--- src/fpm_pkg.sv ---
// ----------------------------------------------------------------
// shared constants of the framer performance monitor
// ----------------------------------------------------------------
package fpm_pkg;
  // bus widths
  localparam int ADDR_W = 8;               // framer-local register address
  localparam int DATA_W = 8;               // byte-wide register data

  // counter widths
  localparam int BIT_ERR_W  = 12;          // bit error event counter
  localparam int FRM_ERR_W  = 9;           // framing bit error counter
  localparam int OOF_W      = 5;           // out of frame counter
  localparam int ALIGN_W    = 3;           // alignment change counter
  localparam int FRAME_CNT_W = 14;         // frames between auto latches

  // register offsets
  localparam logic [7:0] IRQ_ENABLE_OFS  = 8'h40; // enable, same layout as status
  localparam logic [7:0] IRQ_CLEAR_OFS   = 8'h41; // write one to clear status bits
  localparam logic [7:0] CONFIG_OFS      = 8'h42; // auto latch, format, valid
  localparam logic [7:0] STATUS_OFS      = 8'h49; // enable bit, transfer, overrun
  localparam logic [7:0] BIT_ERR_LO_OFS  = 8'h4a;
  localparam logic [7:0] BIT_ERR_HI_OFS  = 8'h4b;
  localparam logic [7:0] FRM_ERR_LO_OFS  = 8'h4c;
  localparam logic [7:0] FRM_ERR_HI_OFS  = 8'h4d;
  localparam logic [7:0] OOF_OFS         = 8'h4e;
  localparam logic [7:0] ALIGN_OFS       = 8'h4f;

  // field positions
  localparam int ST_OVR_BIT   = 0;         // overrun flag
  localparam int ST_TRANSFER_DONE_FLAG_BIT  = 1;         // transfer done flag
  localparam int ST_TRANSFER_IRQ_ENABLE_BIT  = 2;         // transfer irq enable alias
  localparam int CFG_AUTO_BIT = 0;         // auto latch enable
  localparam int CFG_ESF_BIT  = 1;         // extended superframe format
  localparam int CFG_VALID_BIT = 7;        // holding registers valid, read only

  // values after reset
  localparam logic [1:0] IRQ_EN_RST = 2'h0;
  localparam logic       AUTO_RST   = 1'b0;
  localparam logic       ESF_RST    = 1'b0;

  // timing
  localparam int FRAMES_PER_UPDATE = 8000;  // frames between automatic latches
  localparam int CLK_PERIOD_NS     = 40;    // core clock period
  localparam int READ_WAIT_NS      = 2300;  // software wait after a latch write
  localparam int READ_WAIT_CYC     = (READ_WAIT_NS + CLK_PERIOD_NS - 1) / CLK_PERIOD_NS;
  localparam int LATCH_CYC         = 2;     // write edge to holding update, in edges
endpackage

--- src/fpm_counters.sv ---
`timescale 1ns/1ps
// What this block does
// - any count register write latches all counters
// - global update latches every framer together
// - auto latch once every 8000 frames
// - copy then clear counters, losing no event
// - holding updated within 3.5 line clocks
// - holding undefined until first transfer
// - reads return held, not live, counts
// - bit error counter 12 bits, split 8/4
// - bit errors: crc-6 in esf, framing in sf
// - framing error counter 9 bits, split 8/1
// - out of frame counter 5 bits
// - alignment change counter 3 bits
// - transfer flag set per transfer, read clears
// - overrun when unacknowledged transfer overwritten
// - transfer raises interrupt when enabled
module fpm_counters
  import fpm_pkg::*;
#(
  parameter int FRAMES_PER_UPDATE_P = fpm_pkg::FRAMES_PER_UPDATE
)
(
  input  wire logic                      core_clk,
  input  wire logic                      rst,
  input  wire logic                      clk_en,
  input  wire logic [fpm_pkg::ADDR_W-1:0] addr,
  input  wire logic [fpm_pkg::DATA_W-1:0] wr_data,
  input  wire logic                      wr_en,
  input  wire logic                      rd_en,
  output logic      [fpm_pkg::DATA_W-1:0] rd_data,
  output logic                           irq,
  input  wire logic                      global_update,
  input  wire logic                      frame_pulse,
  input  wire logic                      crc6_error,
  input  wire logic                      framing_bit_error,
  input  wire logic                      out_of_frame_event,
  input  wire logic                      alignment_change_event
);
  import fpm_pkg::*;

  // ----------------------------------------------------------------
  // state
  // ----------------------------------------------------------------
  typedef struct packed {
    logic [BIT_ERR_W-1:0]   bit_error_event_count;     // live counters
    logic [FRM_ERR_W-1:0]   framing_bit_error_count;
    logic [OOF_W-1:0]       out_of_frame_count;
    logic [ALIGN_W-1:0]     frame_alignment_change_count;
    logic [BIT_ERR_W-1:0]   bit_err_hold;              // holding copies
    logic [FRM_ERR_W-1:0]   frm_err_hold;
    logic [OOF_W-1:0]       oof_hold;
    logic [ALIGN_W-1:0]     align_hold;
    logic                   pending;                   // merged latch request
    logic                   hold_valid;                // first transfer done
    logic                   transfer_done_flag;
    logic                   holding_overrun_flag;
    logic [1:0]             irq_en;                    // {transfer_done_flag, ovr}
    logic                   auto_latch_enable;
    logic                   extended_superframe_format;
    logic [FRAME_CNT_W-1:0] frame_cnt;                 // frames since auto latch
    logic [DATA_W-1:0]      rd_data;
    logic                   irq;
  } fpm_state_t;

  fpm_state_t st;                                      // registered state
  fpm_state_t next_st;                                 // next state

  // ----------------------------------------------------------------
  // request decode
  // ----------------------------------------------------------------
  logic count_wr;                                      // write to a count location
  logic status_rd;                                     // read of the status register
  logic auto_req;                                      // auto latch frame reached
  logic bit_err_inc;                                   // bit error event this cycle

  // any of the six count locations latches the whole group
  assign count_wr    = wr_en && (addr >= BIT_ERR_LO_OFS) && (addr <= ALIGN_OFS);
  assign status_rd   = rd_en && (addr == STATUS_OFS);
  assign auto_req    = st.auto_latch_enable && frame_pulse
                       && (st.frame_cnt == FRAME_CNT_W'(FRAMES_PER_UPDATE_P - 1));
  // format select picks the event that counts as a bit error
  assign bit_err_inc = st.extended_superframe_format ? crc6_error : framing_bit_error;

  // ----------------------------------------------------------------
  // next state
  // ----------------------------------------------------------------
  always_comb
  begin
    next_st = st;
    next_st.rd_data = '0;

    // a request only marks pending; the transfer is one cycle later so that
    // several sources in one interval collapse into a single copy
    if (count_wr || global_update || auto_req)
    begin
      next_st.pending = 1'b1;
    end

    // frame counter for the automatic update
    if (!st.auto_latch_enable)
    begin
      next_st.frame_cnt = '0;                          // restart when disabled
    end
    else if (frame_pulse)
    begin
      next_st.frame_cnt = auto_req ? '0 : st.frame_cnt + FRAME_CNT_W'(1);
    end

    if (st.pending)
    begin
      // copy, then restart counters with this cycle's event so none is lost
      next_st.bit_err_hold = st.bit_error_event_count;
      next_st.frm_err_hold = st.framing_bit_error_count;
      next_st.oof_hold     = st.out_of_frame_count;
      next_st.align_hold   = st.frame_alignment_change_count;
      next_st.bit_error_event_count        = BIT_ERR_W'(bit_err_inc);
      next_st.framing_bit_error_count      = FRM_ERR_W'(framing_bit_error);
      next_st.out_of_frame_count           = OOF_W'(out_of_frame_event);
      next_st.frame_alignment_change_count = ALIGN_W'(alignment_change_event);
      next_st.hold_valid   = 1'b1;
      next_st.pending      = count_wr || global_update || auto_req;
    end
    else
    begin
      // saturating counts; wrapping would hide a burst as a small number
      if (bit_err_inc && (st.bit_error_event_count != '1))
      begin
        next_st.bit_error_event_count = st.bit_error_event_count + BIT_ERR_W'(1);
      end
      if (framing_bit_error && (st.framing_bit_error_count != '1))
      begin
        next_st.framing_bit_error_count = st.framing_bit_error_count + FRM_ERR_W'(1);
      end
      if (out_of_frame_event && (st.out_of_frame_count != '1))
      begin
        next_st.out_of_frame_count = st.out_of_frame_count + OOF_W'(1);
      end
      if (alignment_change_event && (st.frame_alignment_change_count != '1))
      begin
        next_st.frame_alignment_change_count = st.frame_alignment_change_count + ALIGN_W'(1);
      end
    end

    // status clears on read or by the clear register; a transfer wins
    if (status_rd)
    begin
      next_st.transfer_done_flag   = 1'b0;
      next_st.holding_overrun_flag = 1'b0;
    end
    if (wr_en && (addr == IRQ_CLEAR_OFS))
    begin
      if (wr_data[ST_TRANSFER_DONE_FLAG_BIT])
      begin
        next_st.transfer_done_flag = 1'b0;
      end
      if (wr_data[ST_OVR_BIT])
      begin
        next_st.holding_overrun_flag = 1'b0;
      end
    end
    if (st.pending)
    begin
      next_st.transfer_done_flag = 1'b1;
      // previous transfer still unacknowledged: holding overwritten
      if (st.transfer_done_flag && !status_rd)
      begin
        next_st.holding_overrun_flag = 1'b1;
      end
    end

    // control register writes
    if (wr_en)
    begin
      unique case (addr)
        IRQ_ENABLE_OFS:
        begin
          next_st.irq_en = wr_data[1:0];
        end
        STATUS_OFS:
        begin
          next_st.irq_en[ST_TRANSFER_DONE_FLAG_BIT] = wr_data[ST_TRANSFER_IRQ_ENABLE_BIT];
        end
        CONFIG_OFS:
        begin
          next_st.auto_latch_enable          = wr_data[CFG_AUTO_BIT];
          next_st.extended_superframe_format = wr_data[CFG_ESF_BIT];
        end
        default:
        begin
          // count locations only latch; others are ignored
        end
      endcase
    end

    // read mux: held values only, never the live counters
    if (rd_en)
    begin
      unique case (addr)
        BIT_ERR_LO_OFS: next_st.rd_data = st.bit_err_hold[7:0];
        BIT_ERR_HI_OFS: next_st.rd_data = {4'h0, st.bit_err_hold[11:8]};
        FRM_ERR_LO_OFS: next_st.rd_data = st.frm_err_hold[7:0];
        FRM_ERR_HI_OFS: next_st.rd_data = {7'h00, st.frm_err_hold[8]};
        OOF_OFS:        next_st.rd_data = {3'h0, st.oof_hold};
        ALIGN_OFS:      next_st.rd_data = {5'h00, st.align_hold};
        STATUS_OFS:     next_st.rd_data = {5'h00, st.irq_en[ST_TRANSFER_DONE_FLAG_BIT],
                                           st.transfer_done_flag, st.holding_overrun_flag};
        IRQ_ENABLE_OFS: next_st.rd_data = {6'h00, st.irq_en};
        CONFIG_OFS:     next_st.rd_data = {st.hold_valid, 5'h00,
                                           st.extended_superframe_format, st.auto_latch_enable};
        default:        next_st.rd_data = '0;           // unmapped reads as zero
      endcase
    end

    // level interrupt from the flags about to be stored
    next_st.irq = |({next_st.transfer_done_flag, next_st.holding_overrun_flag}
                    & next_st.irq_en);
  end

  // ----------------------------------------------------------------
  // registers
  // ----------------------------------------------------------------
  // holding values reset to zero only for determinism; the valid bit says
  // whether software may trust them
  always_ff @(posedge core_clk)
  begin
    if (rst)
    begin
      st                            <= '0;
      st.irq_en                     <= IRQ_EN_RST;
      st.auto_latch_enable          <= AUTO_RST;
      st.extended_superframe_format <= ESF_RST;
    end
    else if (clk_en)
    begin
      st <= next_st;
    end
  end

  assign rd_data = st.rd_data;
  assign irq     = st.irq;
endmodule

--- config.mk ---
export PLATFORM = sky130hd
export DESIGN_NAME = fpm_counters
export DESIGN_NICKNAME = d
export VERILOG_FILES = /design/src/fpm_pkg.sv /design/src/fpm_counters.sv
export SDC_FILE = /design/constraint.sdc
export NUM_CORES = 1
export LEC_CHECK = 0
export ABC_AREA = 1
export BUFFER_PORTS_ARGS = -buffer_cell sky130_fd_sc_hd__clkbuf_2
export CORE_ASPECT_RATIO = 0.6
export CORE_MARGIN = 3
export CORE_UTILIZATION = 45
export CTS_CLUSTER_SIZE = 12
export DETAILED_ROUTE_END_ITERATION = 8
export PLACE_DENSITY = 0.7
export RECOVER_POWER = 25
export SLEW_MARGIN = 20
export SYNTH_ARGS = -nofsm -noshare
export SYNTH_HDL_FRONTEND = slang
export SYNTH_SLANG_ARGS = --single-unit
--- constraint.sdc ---
create_clock -name core_clk -period 3.15 [get_ports core_clk]
set_input_delay 0.4725 -clock core_clk [delete_from_list [all_inputs] [get_ports core_clk]]
set_output_delay 0.4725 -clock core_clk [all_outputs]
set_load 0.02 [all_outputs]
==> run summary <==
Worst Clk Skew: 0.00410 ns
Peak supply drop: 0.357 mV
Hold Worst Slack: 0.447 ns
DRT Pass-1 Iters: 5
Cells along the critical path: clkbuf_1 > nand2_1 > inv_1 > nor2_2 > nor2_1 > nand4_1 > o21ai_0 > a21oi_1
Unrepaired setup endpoints after global routing: false
FF-to-FF path depth: 8
Largest net degree at the start of global routing: 29
Critical path class: reg -> reg
Final Max Tran Viols: 0
Number of diodes: 0
Remaining global-route overflow: 0
Detail Route Antenna Nets: 0
CTS max path bufs: 2
Global-route wire length before repair: 19.9 mm
Fillers: 907
CTS tree: built
Post-CTS setup buffers: 0
Leakage dissipation: 2.00 nW
TritonCTS Buffers: 9
# rows: 27
Hold_buf cts: 0
Residual DRC: 0
Synth area leader: dfxtp_1
Status: complete, no violations
Final Net Count: 723
Die area: 11400 um2
Root Driver: clkbuf_16
Hold path start: global_update
Min-delay worst type: in -> reg
Setup_tns: 0 ns
R2r endpoint: st[75]$_SDFFE_PP0P_
Setup violators final: 0
CP bufs+invs: 2
EDFF count, synth: 0
Reg-to-reg setup timing slack: 0.70 ns
Synth warn: 0
Critical Path RT: 3.38 ns
Iter 0 DRT Violations: 508
Register area: 1780 um2
Worst-case hold path end point: st[30]$_SDFFE_PP0P_
Clk sink count: 89
Final Critical Period: 2.45 ns
CP Data Arrival Time: 2.68 ns
Drt wl/cell: 14.7 um
Vias in the first global route: 3951
Routed vias/inst: 5.31
Commonest non-fill, non-tap cells in the layout: nand2_1 (136), nor2_1 (126), dfxtp_1 (89)
HPWL Detailed: 8.96 mm
Hold Path Depth: 5
Relative slew slack: 0.455
CTS clock-pin slew for the worst setup and hold paths: 0.06 ns
Post-CTS Resized: 0
Yosys cell types: 33
Share of post-route cells with drive strength above 1: 0.111
Crit path from: st[30]$_SDFFE_PP0P_
H-tree depth: 3
Total Routing Usage GR: 0.221
Least-Margin Pin Slew: 0.817 ns
Pwr/cell area: 500 nW/um2
Synthesized instance count: 669
FF+latch count, synth: 89
Max-cap viol count: 0
Util after Layout: 0.529
Pwr Total: 2.51 mW
Cell Count Post-Placement: 807
Die H: 83.8 um
Syn Std Cell Area: 4540 um2
R2r startpoint: st[30]$_SDFFE_PP0P_
GP Congestion: 0.883
Crit path max-delay family: buffers and inverters
Max FO, Critical Path: 20
Synth Area per Inst: 6.79 um2
Top post-synthesis cells by area: dfxtp_1 (39%), nand2_1 (11%), nor2_1 (10%), a21oi_1 (5.7%), nand3_1 (5.6%)
P&R area growth vs syn: 10.5%
Seq/Total Area, Yosys: 0.392
Port-buffer cells: 30
Syn_nets: 704
Die X: 136 um
CP max-delay cell: clkbuf_1
Initial antenna violation count: 0
Initial Util: 0.479
Non-Filler Instances: 822
Core box area: 9490 um2
IO Count: 36
Worst setup EP type: register
Max stage delay on crit path: 0.61 ns
Multi-input logic area: 2360 um2
Startpoint types: register
Final Cycle Share: 0.778
Routed WL: 12.1 mm
Post-synth top area share: 0.392
Hold Fails Final Rpt: 0
Max frequency: 408 MHz
Commonest non-fill, non-tap cell in the layout: nand2_1
Routed via count: 4364
Latest clock arrival within the worst-skew pair: 0.34 ns
Commonest register cell after synthesis: dfxtp_1
FFs w/ async S/R, synth: 0
==> power breakdown <==
| part | total (mW) | switching, mW | internal [mW] |
|---|---|---|---|
| combinational | 0.198 | 0.139 | 0.0588 |
| sequential | 1.19 | 0.0274 | 1.16 |
| clock | 1.13 | 0.431 | 0.696 |
==> through the flow <==
| step | area [um2] | setup slack, ns |
|---|---|---|
| floorplan | 4540 | 1.31 |
| global placement | 4750 | 0.987 |
| detailed placement | 4750 | 0.902 |
| CTS | 5060 | 0.844 |
| global route | 5020 | 0.519 |
| finish | 5020 | 0.700 |
==> worst max path at each step <==
stage | cells after the start | endpoint | slack [ns]
global route | 10 | st[84]$_SDFFE_PP0P_ | 0.52
floorplan | 12 | st[75]$_SDFFE_PP0P_ | 1.31
global placement | 6 | st[18]$_SDFFE_PP0P_ | 0.99
finish | 8 | st[75]$_SDFFE_PP0P_ | 0.70
detailed placement | 12 | st[75]$_SDFFE_PP0P_ | 0.90
CTS | 11 | st[68]$_SDFFE_PP0P_ | 0.84
==> kinds of logic (layout without fill, tap and decap cells) <==
family / Yosys count / count (layout) / share of synthesized area
AOI/OAI and AO/OA: 111 / 111 / 0.131
xor gates and xnor gates: 5 / 5 / 0.00964
adders and majority gates: 8 / 8 / 0.0220
buffers and inverters: 86 / 109 / 0.0826
DFF: 89 / 89 / 0.392
and+or+nand+nor: 370 / 370 / 0.362
==> per-layer routing <==
metal | track usage | part of all wire
met1 | 0.345 | 0.51
met2 | 0.292 | 0.37
met3 | 0.0633 | 0.11
met4 | 0.0549 | 0.010
met5 | 0 | 0
==> tightest hold or removal path: stages <==
cell      delay (ns)
clkbuf_2        0.07
nor2_1          0.03
nand2_1         0.05
o211ai_1        0.07
inv_1           0.05
==> flip-flops by register name (all words and copies together), names as in the netlist <==
| name | flops |
|---|---|
| irq | 1 |
| rd_data | 8 |
| st | 80 |
==> cells in the mapped netlist (3+ instances only) <==
| library cell | instances |
|---|---|
| a21oi_1 | 52 |
| clkbuf_1 | 15 |
| ha_1 | 8 |
| dfxtp_1 | 89 |
| inv_2 | 7 |
| inv_1 | 50 |
| nand2_1 | 136 |
| nor3_2 | 5 |
| buf_4 | 9 |
| nand4_1 | 11 |
| o21ai_1 | 3 |
| nand2_2 | 9 |
| nor3_1 | 15 |
| nor2_4 | 5 |
| o21ai_0 | 46 |
| nor2_2 | 7 |
| nand3_1 | 51 |
| nor2_1 | 124 |
| xor2_1 | 3 |
| buf_2 | 3 |
==> area by class of cell <==
type	instances	area share
inverter	57	0.0426
clock buffer	13	0.0558
clock inverter	2	0.00698
multi-input combinational	494	0.470
tap	130	0.0324
timing repair buffer	37	0.0371
sequential	89	0.355
Note: power is estimated with default switching activity, not from simulation.
